==> config.mk <==
export PLATFORM = sky130hd
export DESIGN_NAME = pcm_top
export DESIGN_NICKNAME = d
export VERILOG_FILES = /design/src/rtl/pcm_top.v
export VERILOG_INCLUDE_DIRS = /design/src /design/src/shared
export SDC_FILE = /design/constraint.sdc
export NUM_CORES = 2
export LEC_CHECK = 0
export BUFFER_PORTS_ARGS = -buffer_cell sky130_fd_sc_hd__buf_4
export CAP_MARGIN = 20
export CORE_ASPECT_RATIO = 0.75
export CORE_MARGIN = 2
export CORE_UTILIZATION = 55
export DETAILED_ROUTE_END_ITERATION = 8
export GPL_TIMING_DRIVEN = 0
export PLACE_DENSITY = 0.71
export SLEW_MARGIN = 20
export SYNTH_ARGS = -nofsm -noshare
export SYNTH_HDL_FRONTEND = slang
export SYNTH_SLANG_ARGS = --single-unit
==> constraint.sdc <==
create_clock -name clk -period 243.4 [get_ports clk]
set_input_delay 48.68 -clock clk [delete_from_list [all_inputs] [get_ports clk]]
set_output_delay 48.68 -clock clk [all_outputs]
set_load 0.02 [all_outputs]
==> src/shared/pcm_defs.vh <==
// Constants for the pulse counter and rate monitor block
`ifndef PCM_DEFS_VH
`define PCM_DEFS_VH

// ********************
// Timing
// ********************
// 0.1 s tick and 1/30 s slow window at 20 MHz; blip and gate in ticks
`define PCM_TICK_CYC 24'h1E8480
`define PCM_SLOW_CYC 24'h0A2C2B
`define PCM_BLIP_T 8'h05
`define PCM_GATE_T 8'h0A

// ********************
// Register byte addresses
// ********************
`define PCM_A_CTRL 8'h00
`define PCM_A_MODE 8'h04
`define PCM_A_SP1 8'h08
`define PCM_A_SP2 8'h0C
`define PCM_A_HI1 8'h10
`define PCM_A_LO1 8'h14
`define PCM_A_HI2 8'h18
`define PCM_A_LO2 8'h1C
`define PCM_A_HYS 8'h20
`define PCM_A_PRE 8'h24
`define PCM_A_POST 8'h28
`define PCM_A_RDEL 8'h2C
`define PCM_A_DLY 8'h30
`define PCM_A_RT 8'h34
`define PCM_A_SETPOINT_EVENTS_COUNTING 8'h38
`define PCM_A_CNT2 8'h3C
`define PCM_A_STAT 8'h40
`define PCM_A_RATE 8'h44
`define PCM_A_REM 8'h48
`define PCM_A_RETX 8'h4C
`define PCM_A_PROG 8'h50

// ********************
// Control and mode fields
// ********************
`define PCM_C_CLR1 0
`define PCM_C_CLR2 1
`define PCM_C_RESTORE 2
`define PCM_M_FUN1 1:0
`define PCM_M_SECOND_CHANNEL_FUNCTION 4:2
`define PCM_M_POL1 8
`define PCM_M_POL2 9
`define PCM_M_BLIP1 10
`define PCM_M_BLIP2 11
`define PCM_M_RSTEN1 12
`define PCM_M_RSTEN2 13
`define PCM_M_LATEN1 14
`define PCM_M_LATEN2 15
`define PCM_M_HIEN1 16
`define PCM_M_LOEN1 17
`define PCM_M_HIEN2 18
`define PCM_M_LOEN2 19
`define PCM_M_INDI 20
`define PCM_M_SAVE 21
`define PCM_M_SLOW 22
`define PCM_M_OPEN 23
`define PCM_LO 15:0
`define PCM_HI 31:16

// ********************
// Function codes
// ********************
`define PCM_FN_COUNT 2'h0
`define PCM_FN_RPM 2'h1
`define PCM_FN_FREQ 2'h2
`define PCM_FN_PPH 2'h3
`define PCM_F2_COUNT 3'h0
`define PCM_F2_SETPTS 3'h1
`define PCM_RPM_MUL 32'h0000003C
`define PCM_PPH_MUL 32'h00000E10

// ********************
// Defaults
// ********************
`define PCM_D_MODE 32'h0030F300
`define PCM_D_SP 32'h00000001
`define PCM_D_LIM 32'h00000000
`define PCM_D_ONES 32'h00010001
`define PCM_D_RDEL 32'h00000000
`define PCM_D_DLY 32'h00000000
`define PCM_D_RT 32'h03E80000

// ********************
// Retransmit, display and bus responses
// ********************
`define PCM_UA_LO 16'h0FA0
`define PCM_UA_HI 16'h4E20
`define PCM_UA_SPAN 32'h00003E80
`define PCM_REM_MIN 32'hFFFFFC19
`define PCM_RESP_OK 2'b00
`define PCM_RESP_ERR 2'b11

`endif

==> src/rtl/pcm_top.v <==
// Pulse counter and pulse rate monitor, two channels, AXI4-Lite registers
//
// How it works
// - Clear commands zero the first or second counter.
// - Counting: relay changes state at setpoint, held until reset event.
// - Rate: above upper limit trips; recovers below limit minus hysteresis.
// - Rate: below lower limit trips; recovers above limit plus hysteresis.
// - Hysteresis, default one, sets the recovery distance past a limit.
// - With latch enabled, held latch input blocks recovery from a trip.
// - Counter advances only after pre-scale qualified pulses, default one.
// - Each pre-scale completion adds the post-scale amount, default one.
// - Polarity, default close, picks energise or de-energise at setpoint.
// - Relay is a half-second blip or continuous; blip never clears count.
// - Reset delay clears count and relay after setpoint, like reset pin.
// - Per-channel enable decides whether the reset pin clears its count.
// - Second channel may count input pulses with its own scalers.
// - Second channel may count first-channel setpoint arrivals instead.
// - Rate monitoring waits for start-up delay after power-up.
// - A fault must persist for the reaction delay before tripping.
// - Fault indication setting gates the high, low and latched messages.
// - Save enable stores counts and pre-scale progress at power loss.
// - Slow input mode limits accepted pulses to 30 Hz.
// - Pulse type picks contact closing or opening edge.
// - Retransmit maps offset to 4 mA and offset plus span to 20 mA.
// - Factory restore returns every setting to its default.
// - Latch release restarts the start-up delay.
// - Reset delay spans 0.1 to 99.9 seconds in tenths; here any 16-bit value, up to 6553.5 s.
// - Remaining count is setpoint minus count, floored at -999.
// - Rate function on channel one forces channel two to match.
//
// Chosen here: the AXI4-Lite register port and the register addresses.
`timescale 1ns/10ps
`include "pcm_defs.vh"

module pcm_top #(
   parameter [23:0] TICK_CYC = `PCM_TICK_CYC,
   parameter [23:0] SLOW_CYC = `PCM_SLOW_CYC
) (
   // Clock and reset
   input wire clk,
   input wire rst_b,
   // AXI4-Lite write
   input wire [7:0] s_axi_awaddr,
   input wire s_axi_awvalid,
   output wire s_axi_awready,
   input wire [31:0] s_axi_wdata,
   input wire [3:0] s_axi_wstrb,
   input wire s_axi_wvalid,
   output wire s_axi_wready,
   output reg [1:0] s_axi_bresp,
   output reg s_axi_bvalid,
   input wire s_axi_bready,
   // AXI4-Lite read
   input wire [7:0] s_axi_araddr,
   input wire s_axi_arvalid,
   output wire s_axi_arready,
   output reg [31:0] s_axi_rdata,
   output reg [1:0] s_axi_rresp,
   output reg s_axi_rvalid,
   input wire s_axi_rready,
   // Field pins, high means contact shorted
   input wire pulse_in,
   input wire ctrl_pin_in,
   input wire pwr_fail_in,
   // Outputs
   output wire relay1_out,
   output wire relay2_out,
   output reg [15:0] retx_ua_ff,
   output reg [5:0] fault_disp_ff,
   output reg nv_store_ff,
   output wire [15:0] nv_count1,
   output wire [15:0] nv_count2,
   output wire [31:0] nv_prog
);

localparam [7:0] BLIP_T = `PCM_BLIP_T;
localparam [7:0] GATE_T = `PCM_GATE_T;

function [31:0] pcm_merge;
   input [31:0] old;
   input [31:0] dat;
   input [3:0] strb;
   integer i;
   begin
      pcm_merge = old;
      for (i = 0; i < 4; i = i + 1) begin
         if (strb[i]) begin
            pcm_merge[i*8 +: 8] = dat[i*8 +: 8];
         end
      end
   end
endfunction

function pcm_pre_done;
   input [15:0] prog;
   input [15:0] pre;
   begin
      pcm_pre_done = ({1'b0, prog} + 17'h00001) >= {1'b0, pre};
   end
endfunction

// Returns {high fault, low fault}; when tripped the bands widen by hys
function [1:0] pcm_fault;
   input [31:0] rate;
   input [15:0] hi;
   input [15:0] lo;
   input [15:0] hys;
   input hien;
   input loen;
   input trip;
   reg [32:0] r;
   begin
      r = {1'b0, rate};
      pcm_fault[1] = hien & (trip ? (r + {17'h0, hys}) > {17'h0, hi} :
                                    r > {17'h0, hi});
      pcm_fault[0] = loen & (trip ? r < ({17'h0, lo} + {17'h0, hys}) :
                                    r < {17'h0, lo});
   end
endfunction

// ********************
// Register bus
// ********************
reg aw_got_ff, w_got_ff;
reg [7:0] awaddr_ff;
reg [31:0] wdata_ff;
reg [3:0] wstrb_ff;
reg [31:0] mode_ff, sp1_ff, sp2_ff, hi1_ff, lo1_ff, hi2_ff, lo2_ff;
reg [31:0] hys_ff, pre_ff, post_ff, rdel_ff, dly_ff, rt_ff;
reg [15:0] setpoint_events_counting_ff, cnt2_ff, prog1_ff, prog2_ff;
reg [31:0] rate_ff, rd_val;
reg rd_ok;
wire [31:0] status, remain;

wire wr_go = aw_got_ff & w_got_ff & ~s_axi_bvalid;
wire wr_ctrl = wr_go & (awaddr_ff == `PCM_A_CTRL);
wire wr_setpoint_events_counting = wr_go & (awaddr_ff == `PCM_A_SETPOINT_EVENTS_COUNTING);
wire wr_cnt2 = wr_go & (awaddr_ff == `PCM_A_CNT2);
wire wr_prog = wr_go & (awaddr_ff == `PCM_A_PROG);
wire [31:0] wmask = pcm_merge(32'h00000000, wdata_ff, wstrb_ff);
wire clr1 = wr_ctrl & wmask[`PCM_C_CLR1];
wire clr2 = wr_ctrl & wmask[`PCM_C_CLR2];
wire restore = wr_ctrl & wmask[`PCM_C_RESTORE];

assign s_axi_awready = ~aw_got_ff & ~s_axi_bvalid;
assign s_axi_wready = ~w_got_ff & ~s_axi_bvalid;
assign s_axi_arready = ~s_axi_rvalid;

always @(posedge clk or negedge rst_b) begin
   if (!rst_b) begin
      aw_got_ff <= 1'b0;
      w_got_ff <= 1'b0;
      awaddr_ff <= 8'h00;
      wdata_ff <= 32'h00000000;
      wstrb_ff <= 4'h0;
      s_axi_bvalid <= 1'b0;
      s_axi_bresp <= `PCM_RESP_OK;
      s_axi_rvalid <= 1'b0;
      s_axi_rresp <= `PCM_RESP_OK;
      s_axi_rdata <= 32'h00000000;
   end else begin
      if (s_axi_awvalid & s_axi_awready) begin
         aw_got_ff <= 1'b1;
         awaddr_ff <= s_axi_awaddr;
      end
      if (s_axi_wvalid & s_axi_wready) begin
         w_got_ff <= 1'b1;
         wdata_ff <= s_axi_wdata;
         wstrb_ff <= s_axi_wstrb;
      end
      if (wr_go) begin
         aw_got_ff <= 1'b0;
         w_got_ff <= 1'b0;
         s_axi_bvalid <= 1'b1;
         // Read-only and unmapped words answer with an error
         s_axi_bresp <= (awaddr_ff > `PCM_A_PROG ||
                         awaddr_ff[1:0] != 2'h0 ||
                         (awaddr_ff >= `PCM_A_STAT &&
                          awaddr_ff <= `PCM_A_RETX)) ?
                        `PCM_RESP_ERR : `PCM_RESP_OK;
      end else if (s_axi_bready) begin
         s_axi_bvalid <= 1'b0;
      end
      if (s_axi_arvalid & s_axi_arready) begin
         s_axi_rvalid <= 1'b1;
         s_axi_rdata <= rd_val;
         s_axi_rresp <= rd_ok ? `PCM_RESP_OK : `PCM_RESP_ERR;
      end else if (s_axi_rready) begin
         s_axi_rvalid <= 1'b0;
      end
   end
end

always @* begin
   rd_ok = 1'b1;
   if (s_axi_araddr == `PCM_A_CTRL) rd_val = 32'h00000000;
   else if (s_axi_araddr == `PCM_A_MODE) rd_val = mode_ff;
   else if (s_axi_araddr == `PCM_A_SP1) rd_val = sp1_ff;
   else if (s_axi_araddr == `PCM_A_SP2) rd_val = sp2_ff;
   else if (s_axi_araddr == `PCM_A_HI1) rd_val = hi1_ff;
   else if (s_axi_araddr == `PCM_A_LO1) rd_val = lo1_ff;
   else if (s_axi_araddr == `PCM_A_HI2) rd_val = hi2_ff;
   else if (s_axi_araddr == `PCM_A_LO2) rd_val = lo2_ff;
   else if (s_axi_araddr == `PCM_A_HYS) rd_val = hys_ff;
   else if (s_axi_araddr == `PCM_A_PRE) rd_val = pre_ff;
   else if (s_axi_araddr == `PCM_A_POST) rd_val = post_ff;
   else if (s_axi_araddr == `PCM_A_RDEL) rd_val = rdel_ff;
   else if (s_axi_araddr == `PCM_A_DLY) rd_val = dly_ff;
   else if (s_axi_araddr == `PCM_A_RT) rd_val = rt_ff;
   else if (s_axi_araddr == `PCM_A_SETPOINT_EVENTS_COUNTING) rd_val = {16'h0000, setpoint_events_counting_ff};
   else if (s_axi_araddr == `PCM_A_CNT2) rd_val = {16'h0000, cnt2_ff};
   else if (s_axi_araddr == `PCM_A_STAT) rd_val = status;
   else if (s_axi_araddr == `PCM_A_RATE) rd_val = rate_ff;
   else if (s_axi_araddr == `PCM_A_REM) rd_val = remain;
   else if (s_axi_araddr == `PCM_A_RETX) rd_val = {16'h0000, retx_ua_ff};
   else if (s_axi_araddr == `PCM_A_PROG) rd_val = {prog2_ff, prog1_ff};
   else begin
      rd_val = 32'h00000000;
      rd_ok = 1'b0;
   end
end

// ********************
// Settings
// ********************
always @(posedge clk or negedge rst_b) begin
   if (!rst_b) begin
      mode_ff <= `PCM_D_MODE;
      sp1_ff <= `PCM_D_SP;
      sp2_ff <= `PCM_D_SP;
      hi1_ff <= `PCM_D_LIM;
      lo1_ff <= `PCM_D_LIM;
      hi2_ff <= `PCM_D_LIM;
      lo2_ff <= `PCM_D_LIM;
      hys_ff <= `PCM_D_ONES;
      pre_ff <= `PCM_D_ONES;
      post_ff <= `PCM_D_ONES;
      rdel_ff <= `PCM_D_RDEL;
      dly_ff <= `PCM_D_DLY;
      rt_ff <= `PCM_D_RT;
   end else if (restore) begin
      mode_ff <= `PCM_D_MODE;
      sp1_ff <= `PCM_D_SP;
      sp2_ff <= `PCM_D_SP;
      hi1_ff <= `PCM_D_LIM;
      lo1_ff <= `PCM_D_LIM;
      hi2_ff <= `PCM_D_LIM;
      lo2_ff <= `PCM_D_LIM;
      hys_ff <= `PCM_D_ONES;
      pre_ff <= `PCM_D_ONES;
      post_ff <= `PCM_D_ONES;
      rdel_ff <= `PCM_D_RDEL;
      dly_ff <= `PCM_D_DLY;
      rt_ff <= `PCM_D_RT;
   end else if (wr_go) begin
      if (awaddr_ff == `PCM_A_MODE)
         mode_ff <= pcm_merge(mode_ff, wdata_ff, wstrb_ff);
      else if (awaddr_ff == `PCM_A_SP1)
         sp1_ff <= pcm_merge(sp1_ff, wdata_ff, wstrb_ff);
      else if (awaddr_ff == `PCM_A_SP2)
         sp2_ff <= pcm_merge(sp2_ff, wdata_ff, wstrb_ff);
      else if (awaddr_ff == `PCM_A_HI1)
         hi1_ff <= pcm_merge(hi1_ff, wdata_ff, wstrb_ff);
      else if (awaddr_ff == `PCM_A_LO1)
         lo1_ff <= pcm_merge(lo1_ff, wdata_ff, wstrb_ff);
      else if (awaddr_ff == `PCM_A_HI2)
         hi2_ff <= pcm_merge(hi2_ff, wdata_ff, wstrb_ff);
      else if (awaddr_ff == `PCM_A_LO2)
         lo2_ff <= pcm_merge(lo2_ff, wdata_ff, wstrb_ff);
      else if (awaddr_ff == `PCM_A_HYS)
         hys_ff <= pcm_merge(hys_ff, wdata_ff, wstrb_ff);
      else if (awaddr_ff == `PCM_A_PRE)
         pre_ff <= pcm_merge(pre_ff, wdata_ff, wstrb_ff);
      else if (awaddr_ff == `PCM_A_POST)
         post_ff <= pcm_merge(post_ff, wdata_ff, wstrb_ff);
      else if (awaddr_ff == `PCM_A_RDEL)
         rdel_ff <= pcm_merge(rdel_ff, wdata_ff, wstrb_ff);
      else if (awaddr_ff == `PCM_A_DLY)
         dly_ff <= pcm_merge(dly_ff, wdata_ff, wstrb_ff);
      else if (awaddr_ff == `PCM_A_RT)
         rt_ff <= pcm_merge(rt_ff, wdata_ff, wstrb_ff);
   end
end

wire rate1 = mode_ff[`PCM_M_FUN1] != `PCM_FN_COUNT;
wire [2:0] second_channel_function = mode_ff[`PCM_M_SECOND_CHANNEL_FUNCTION];
wire rate2 = rate1 | (second_channel_function > `PCM_F2_SETPTS);
wire [1:0] rfun = rate1 ? mode_ff[`PCM_M_FUN1] : second_channel_function[1:0] - 2'h1;

// ********************
// Input qualification and time base
// ********************
reg [2:0] pin_sync_ff;
reg [1:0] ctl_sync_ff;
reg ctl_d_ff, pwr_d_ff, tick_ff;
reg [23:0] tick_cnt_ff, hold_cnt_ff;
wire pin_lvl = pin_sync_ff[1];
wire pin_edge = mode_ff[`PCM_M_OPEN] ? (~pin_lvl & pin_sync_ff[2]) :
                                       (pin_lvl & ~pin_sync_ff[2]);
wire slow_block = mode_ff[`PCM_M_SLOW] & (hold_cnt_ff != 24'h000000);
wire qpulse = pin_edge & ~slow_block;
wire ctl_lvl = ctl_sync_ff[1];
wire ctl_rise = ctl_lvl & ~ctl_d_ff;
wire ctl_fall = ~ctl_lvl & ctl_d_ff;

always @(posedge clk or negedge rst_b) begin
   if (!rst_b) begin
      pin_sync_ff <= 3'h0;
      ctl_sync_ff <= 2'h0;
      ctl_d_ff <= 1'b0;
      pwr_d_ff <= 1'b0;
      nv_store_ff <= 1'b0;
      tick_cnt_ff <= 24'h000000;
      tick_ff <= 1'b0;
      hold_cnt_ff <= 24'h000000;
   end else begin
      pin_sync_ff <= {pin_sync_ff[1:0], pulse_in};
      ctl_sync_ff <= {ctl_sync_ff[0], ctrl_pin_in};
      ctl_d_ff <= ctl_lvl;
      pwr_d_ff <= pwr_fail_in;
      nv_store_ff <= pwr_fail_in & ~pwr_d_ff & mode_ff[`PCM_M_SAVE];
      tick_ff <= (tick_cnt_ff == TICK_CYC - 24'h000001);
      tick_cnt_ff <= (tick_cnt_ff == TICK_CYC - 24'h000001) ?
                     24'h000000 : tick_cnt_ff + 24'h000001;
      if (qpulse)
         hold_cnt_ff <= SLOW_CYC - 24'h000001;
      else if (hold_cnt_ff != 24'h000000)
         hold_cnt_ff <= hold_cnt_ff - 24'h000001;
   end
end

// ********************
// Counting channels
// ********************
reg hit1_d_ff, hit2_d_ff;
reg [7:0] blip1_ff, blip2_ff;
reg [15:0] del1_ff, del2_ff;
wire hit1 = ~rate1 & ({16'h0000, setpoint_events_counting_ff} >= sp1_ff);
wire hit2 = ~rate2 & ({16'h0000, cnt2_ff} >= sp2_ff);
wire hit1_rise = hit1 & ~hit1_d_ff;
wire hit2_rise = hit2 & ~hit2_d_ff;
wire exp1 = hit1 & (rdel_ff[`PCM_LO] != 16'h0000) &
            (del1_ff >= rdel_ff[`PCM_LO]);
wire exp2 = hit2 & (rdel_ff[`PCM_HI] != 16'h0000) &
            (del2_ff >= rdel_ff[`PCM_HI]);
wire rst1 = exp1 | (ctl_rise & mode_ff[`PCM_M_RSTEN1] & ~rate1);
wire rst2 = exp2 | (ctl_rise & mode_ff[`PCM_M_RSTEN2] & ~rate2);
wire ev1 = ~rate1 & qpulse;
wire ev2 = ~rate2 & ((second_channel_function == `PCM_F2_SETPTS) ? hit1_rise : qpulse);

always @(posedge clk or negedge rst_b) begin
   if (!rst_b) begin
      setpoint_events_counting_ff <= 16'h0000;
      cnt2_ff <= 16'h0000;
      prog1_ff <= 16'h0000;
      prog2_ff <= 16'h0000;
      hit1_d_ff <= 1'b0;
      hit2_d_ff <= 1'b0;
      blip1_ff <= 8'h00;
      blip2_ff <= 8'h00;
      del1_ff <= 16'h0000;
      del2_ff <= 16'h0000;
   end else begin
      hit1_d_ff <= hit1;
      hit2_d_ff <= hit2;
      if (clr1 | rst1) begin
         setpoint_events_counting_ff <= 16'h0000;
         prog1_ff <= 16'h0000;
      end else if (wr_setpoint_events_counting) begin
         setpoint_events_counting_ff <= wmask[`PCM_LO];
      end else if (wr_prog) begin
         prog1_ff <= wmask[`PCM_LO];
      end else if (ev1) begin
         if (pcm_pre_done(prog1_ff, pre_ff[`PCM_LO])) begin
            prog1_ff <= 16'h0000;
            setpoint_events_counting_ff <= setpoint_events_counting_ff + post_ff[`PCM_LO];
         end else begin
            prog1_ff <= prog1_ff + 16'h0001;
         end
      end
      if (clr2 | rst2) begin
         cnt2_ff <= 16'h0000;
         prog2_ff <= 16'h0000;
      end else if (wr_cnt2) begin
         cnt2_ff <= wmask[`PCM_LO];
      end else if (wr_prog) begin
         prog2_ff <= wmask[`PCM_HI];
      end else if (ev2) begin
         if (pcm_pre_done(prog2_ff, pre_ff[`PCM_HI])) begin
            prog2_ff <= 16'h0000;
            cnt2_ff <= cnt2_ff + post_ff[`PCM_HI];
         end else begin
            prog2_ff <= prog2_ff + 16'h0001;
         end
      end
      // The blip only times the relay; the count stays put
      if (hit1_rise)
         blip1_ff <= BLIP_T;
      else if (tick_ff && blip1_ff != 8'h00)
         blip1_ff <= blip1_ff - 8'h01;
      if (hit2_rise)
         blip2_ff <= BLIP_T;
      else if (tick_ff && blip2_ff != 8'h00)
         blip2_ff <= blip2_ff - 8'h01;
      if (!hit1 || rst1)
         del1_ff <= 16'h0000;
      else if (tick_ff)
         del1_ff <= del1_ff + 16'h0001;
      if (!hit2 || rst2)
         del2_ff <= 16'h0000;
      else if (tick_ff)
         del2_ff <= del2_ff + 16'h0001;
   end
end

// ********************
// Rate monitoring
// ********************
reg [15:0] gate_pulses_ff, st_cnt_ff, rc1_ff, rc2_ff;
reg [7:0] gate_ff;
reg trip1_ff, trip2_ff;
reg [1:0] why1_ff, why2_ff;
wire [31:0] mul = (rfun == `PCM_FN_RPM) ? `PCM_RPM_MUL :
                  (rfun == `PCM_FN_PPH) ? `PCM_PPH_MUL : 32'h00000001;
wire [1:0] f1 = pcm_fault(rate_ff, hi1_ff[`PCM_LO], lo1_ff[`PCM_LO],
                          hys_ff[`PCM_LO], mode_ff[`PCM_M_HIEN1],
                          mode_ff[`PCM_M_LOEN1], trip1_ff);
wire [1:0] f2 = pcm_fault(rate_ff, hi2_ff[`PCM_LO], lo2_ff[`PCM_LO],
                          hys_ff[`PCM_HI], mode_ff[`PCM_M_HIEN2],
                          mode_ff[`PCM_M_LOEN2], trip2_ff);
wire mon_on = st_cnt_ff >= dly_ff[`PCM_LO];
wire hold1 = mode_ff[`PCM_M_LATEN1] & ctl_lvl;
wire hold2 = mode_ff[`PCM_M_LATEN2] & ctl_lvl;
wire latch_any = (rate1 & mode_ff[`PCM_M_LATEN1]) |
                 (rate2 & mode_ff[`PCM_M_LATEN2]);

always @(posedge clk or negedge rst_b) begin
   if (!rst_b) begin
      gate_pulses_ff <= 16'h0000;
      gate_ff <= 8'h00;
      rate_ff <= 32'h00000000;
      st_cnt_ff <= 16'h0000;
      rc1_ff <= 16'h0000;
      rc2_ff <= 16'h0000;
      trip1_ff <= 1'b0;
      trip2_ff <= 1'b0;
      why1_ff <= 2'h0;
      why2_ff <= 2'h0;
   end else begin
      if (tick_ff && gate_ff == GATE_T - 8'h01) begin
         gate_ff <= 8'h00;
         gate_pulses_ff <= {15'h0000, qpulse};
         rate_ff <= {16'h0000, gate_pulses_ff} * mul;
      end else begin
         if (tick_ff)
            gate_ff <= gate_ff + 8'h01;
         if (qpulse)
            gate_pulses_ff <= gate_pulses_ff + 16'h0001;
      end
      if (ctl_fall & latch_any)
         st_cnt_ff <= 16'h0000;
      else if (tick_ff && !mon_on)
         st_cnt_ff <= st_cnt_ff + 16'h0001;
      if (!rate1) begin
         trip1_ff <= 1'b0;
         rc1_ff <= 16'h0000;
      end else if (!trip1_ff) begin
         if (!(mon_on && f1 != 2'h0)) begin
            rc1_ff <= 16'h0000;
         end else if (rc1_ff >= dly_ff[`PCM_HI]) begin
            trip1_ff <= 1'b1;
            why1_ff <= f1;
         end else if (tick_ff) begin
            rc1_ff <= rc1_ff + 16'h0001;
         end
      end else if (f1 == 2'h0 && !hold1) begin
         trip1_ff <= 1'b0;
         rc1_ff <= 16'h0000;
      end
      if (!rate2) begin
         trip2_ff <= 1'b0;
         rc2_ff <= 16'h0000;
      end else if (!trip2_ff) begin
         if (!(mon_on && f2 != 2'h0)) begin
            rc2_ff <= 16'h0000;
         end else if (rc2_ff >= dly_ff[`PCM_HI]) begin
            trip2_ff <= 1'b1;
            why2_ff <= f2;
         end else if (tick_ff) begin
            rc2_ff <= rc2_ff + 16'h0001;
         end
      end else if (f2 == 2'h0 && !hold2) begin
         trip2_ff <= 1'b0;
         rc2_ff <= 16'h0000;
      end
   end
end

// ********************
// Relays, display and retransmit
// ********************
wire act1 = rate1 ? ~trip1_ff :
            (mode_ff[`PCM_M_BLIP1] ? blip1_ff != 8'h00 : hit1);
wire act2 = rate2 ? ~trip2_ff :
            (mode_ff[`PCM_M_BLIP2] ? blip2_ff != 8'h00 : hit2);
assign relay1_out = mode_ff[`PCM_M_POL1] ? act1 : ~act1;
assign relay2_out = mode_ff[`PCM_M_POL2] ? act2 : ~act2;
assign nv_count1 = setpoint_events_counting_ff;
assign nv_count2 = cnt2_ff;
assign nv_prog = {prog2_ff, prog1_ff};

wire [31:0] diff = {16'h0000, sp1_ff[`PCM_LO]} - {16'h0000, setpoint_events_counting_ff};
assign remain = ($signed(diff) < $signed(`PCM_REM_MIN)) ?
                `PCM_REM_MIN : diff;
assign status = {22'h000000, trip2_ff & hold2, trip1_ff & hold1, mon_on,
                 trip2_ff, trip1_ff, hit2, hit1, relay2_out, relay1_out,
                 1'b0};

wire [31:0] pv = rate1 ? rate_ff : {16'h0000, setpoint_events_counting_ff};
wire [31:0] off = {16'h0000, rt_ff[`PCM_LO]};
wire [31:0] spn = {16'h0000, rt_ff[`PCM_HI]};
wire [31:0] frac = (spn == 32'h00000000) ? 32'h00000000 :
                   ((pv - off) * `PCM_UA_SPAN) / spn;

always @(posedge clk or negedge rst_b) begin
   if (!rst_b) begin
      retx_ua_ff <= `PCM_UA_LO;
      fault_disp_ff <= 6'h00;
   end else begin
      if (pv <= off)
         retx_ua_ff <= `PCM_UA_LO;
      else if (pv >= off + spn)
         retx_ua_ff <= `PCM_UA_HI;
      else
         retx_ua_ff <= `PCM_UA_LO + frac[15:0];
      fault_disp_ff <= {6{mode_ff[`PCM_M_INDI]}} &
                       {trip2_ff & hold2, trip1_ff & hold1,
                        trip2_ff & why2_ff[0], trip2_ff & why2_ff[1],
                        trip1_ff & why1_ff[0], trip1_ff & why1_ff[1]};
   end
end

endmodule

==> impl_metrics.csv <==
group,metric,value,unit
status,status,"finished clean",
global_route,track_usage,44.07,%
global_route,overflow,0,
place,gp_congestion,1.098,
critical_path,critPathLaunchType,"flip-flop",
clock_tree,cts-buffers-inserted,86,
floorplan,start_util,55.50,%
timing,min_period_over_period,51.14,%
synth,synth_area,0.08074,sq mm
critical_path,critical_path.max_fanout,10,
clock_tree,clock_latency,0.77,ns
timing,finalClockSkew,0.07231,ns
global_route,grtUsageMet1,62.40,%
timing,finalSetupViolations,0,
clock_tree,cts_htree_levels,3,
route,drt-initial-drc-count,11010,
floorplan,ioPinCount,192,
clock_tree,cts.clk_slew.worst_paths,0.07,ns
route,first_pass_iters,9,
critical_path,crit_type,"flip-flop to flip-flop",
critical_path,crit_path_end_kind,"flip-flop",
route,route.antenna.remaining_nets,0,
floorplan,die_x,446.4,um
route,avgRoutedWirePerCell,27.80,um
global_route,top_usage_layer,"met1",
timing,rsz0062_at_grt,"no",
timing,tns,0,ns
critical_path,crit_slowest_cell,"a22oi_1",
timing,slew_violations,0,
synth,ys_types,134,
clock_tree,cts_sinks,797,
floorplan,num_rows,121,
global_route,grtUsageMet2,58.64,%
timing,max_slew_margin,12.41,%
place,portBuffers,188,
synth,syn_inst,9833,
min_path,holdCritPathClass,"flip-flop to flip-flop",
route,wl,338900,um
synth,synth_top_area_share,23.83,%
synth,synth_warnings,0,
critical_path,crit_top_cell,"o21a_1",
clock_tree,hold_buffers,0,
route,routed_via_density,6.605,
synth,synth_common_cells,"1,033 x nand2_1, 988 x ha_1, 803 x nor2_1",
clock_tree,cts_tree,"done",
clock_tree,cts_setup_buffers,0,
finish,fin_nets,11340,
clock_tree,cts-root-buf,"clkbuf_16",
timing,worst_pin_slew,1.314,ns
global_route,use_met3,19.03,%
synth,async_flop_share,100.0,%
synth,ys_seq_area_share,24.74,%
synth,synth-edff-count,0,
synth,syn_avg_cell_area,8.211,sq um
finish,nFillCells,12790,
finish,drive_gt1_share,8.132,%
synth,synthFlopType,"dfrtp_1",
route,num_vias,80530,
floorplan,die_h,335.8,um
global_route,grt_start_max_net_pins,136,
synth,netlist.top_cell.by_area,"dfrtp_1",
global_route,grt_pass1_vias,74710,
synth,synth_area_leaders,"dfrtp_1 24%, ha_1 15%, nand2_1 4.8%, o21ai_0 4.7%, a21oi_1 3.8%",
critical_path,cp.required,244.00,ns
timing,fin_crit,124.47,ns
finish,syn_to_final_growth,9.471,%
route,drc,0,
clock_tree,clk_path_buf_depth,3,
place,hpwl,274500,um
critical_path,critical-path-max-stage-delay,0.86,ns
synth,synth_nets,11040,
critical_path,crit_arrival,125.06,ns
clock_tree,cts_resized,0,
floorplan,die-area,0.1499,sq mm
timing,fmax,0.008034,GHz
synth,ys_ff_latch,797,
global_route,grt_pass1_wl,491600,um
job,cap_violations,0,
global_route,antenna_found_initial,32,
timing,hold_viol_final,0,
floorplan,core_area,0.1455,sq mm
synth,synth.most_common_cell,"nand2_1",
[routing by layer]
metal | wire (um) | vias to the layer above | part of all wire, %
met3 | 50130 | 754 | 15
met2 | 128900 | 4634 | 38
li1 | - | 35980 | -
met5 | 434 | - | 0.13
met1 | 145400 | 39130 | 43
met4 | 14030 | 28 | 4.1
[cell type report]
| type | count | area [sq um] | share of cell area (%) |
|---|---|---|---|
| inverters | 732 | 2749 | 3.110 |
| well taps | 1968 | 2462 | 2.786 |
| diodes | 16 | 40.04 | 0.04530 |
| multi-input cells | 7971 | 56830 | 64.29 |
| plain buffers | 333 | 1321 | 1.495 |
| clock buffers | 118 | 2422 | 2.740 |
| repair buffers | 219 | 1944 | 2.200 |
| flip-flops and latches | 797 | 19980 | 22.60 |
| clock inverters | 37 | 644.4 | 0.7290 |
[flip-flops by register name, summed over array words and instances (netlist names), 24 cells and up]
register and flops:
wdata_ff 32, hi2_ff 32, rate_ff 28, hys_ff 32, dly_ff 32, pre_ff 32
rdel_ff 32, lo2_ff 32, post_ff 32, tick_cnt_ff 24, sp1_ff 32, rt_ff 32
s_axi_rdata 32, hold_cnt_ff 24, mode_ff 32, lo1_ff 32, sp2_ff 32, hi1_ff 32
[critical path: cells and delay by family, from the launching register on]
kind / cells / cell delay [ns]
and+or+nand+nor: 108 / 20.78
adders and majority gates: 38 / 13.04
buffers and inverters: 62 / 20.26
xor gates and xnor gates: 4 / 1.03
muxes: 9 / 3.14
AOI/OAI and AO/OA: 293 / 65.42
DFF: 1 / 0.32
[layout by cell type (no fill, tap or decap), drive strengths merged, types with 38 or more instances in the layout]
master / count
nand2: 1034
ha: 988
nor2: 804
o21ai: 791
dfrtp: 769
inv: 734
a21oi: 619
clkbuf: 411
xnor2: 349
nor3: 282
buf: 259
o21a: 246
a21o: 227
mux2: 214
xor2: 182
nand3: 176
nand2b: 153
fa: 153
o31ai: 135
nand4: 128
o21bai: 120
nor2b: 113
and2: 100
a211oi: 80
and3: 79
or2: 72
or3: 69
a31oi: 67
nor4: 67
a22oi: 65
o22ai: 53
o211ai: 52
a221oi: 49
mux2i: 38
[cells by family (layout without fill, tap and decap cells)]
| group | count (synthesis) | in the layout | synth area share [%] |
|---|---|---|---|
| buffers and inverters | 1065 | 1439 | 5.025 |
| AO/OA/AOI/OAI | 2861 | 2861 | 23.13 |
| multiplexers | 252 | 252 | 3.474 |
| XOR/XNOR | 532 | 532 | 5.797 |
| AND/OR/NAND/NOR | 3182 | 3182 | 18.69 |
| adder cells (fa/ha/maj) | 1144 | 1144 | 19.14 |
| other | 0 | 16 | 0 |
| flip-flops | 797 | 797 | 24.74 |
[final timing paths]
| kind | from | to | slack (ns) | cells past startpoint |
|---|---|---|---|---|
| max | mode_ff[1] | retx_ua_ff[0] | 118.93 | 514 |
| min | ctl_sync_ff[0] | ctl_sync_ff[1] | 0.36 | 0 |
| max reg2reg | mode_ff[1] | retx_ua_ff[0] | 118.93 | 514 |
| min reg2reg | ctl_sync_ff[0] | ctl_sync_ff[1] | 0.36 | 0 |
| max in group asynchronous | rst_b | tick_cnt_ff[2] | 192.85 | 5 |
| min in group asynchronous | rst_b | prog1_ff[7] | 47.78 | 1 |
[per-stage QoR]
stage / setup WS, ns / instance area [sq um] / std cells / utilization, % / hold slack (ns)
6_report: 118.93 / 88390 / 12190 / 60.75 / 0.3581
2_1_floorplan: 143.87 / 80740 / 9833 / - / 0.3312
3_3_place_gp: 124.61 / 84620 / 11990 / 58.16 / 0.3389
5_1_grt: 111.01 / 88370 / 12180 / 60.74 / 0.3742
4_1_cts: 122.13 / 88260 / 12170 / 60.66 / 0.3615
3_5_place_dp: 122.72 / 85190 / 12020 / 58.55 / 0.3457
Power is not shown: default switching activity piles up to over one toggle a cycle in this logic, so the estimate is an artifact.
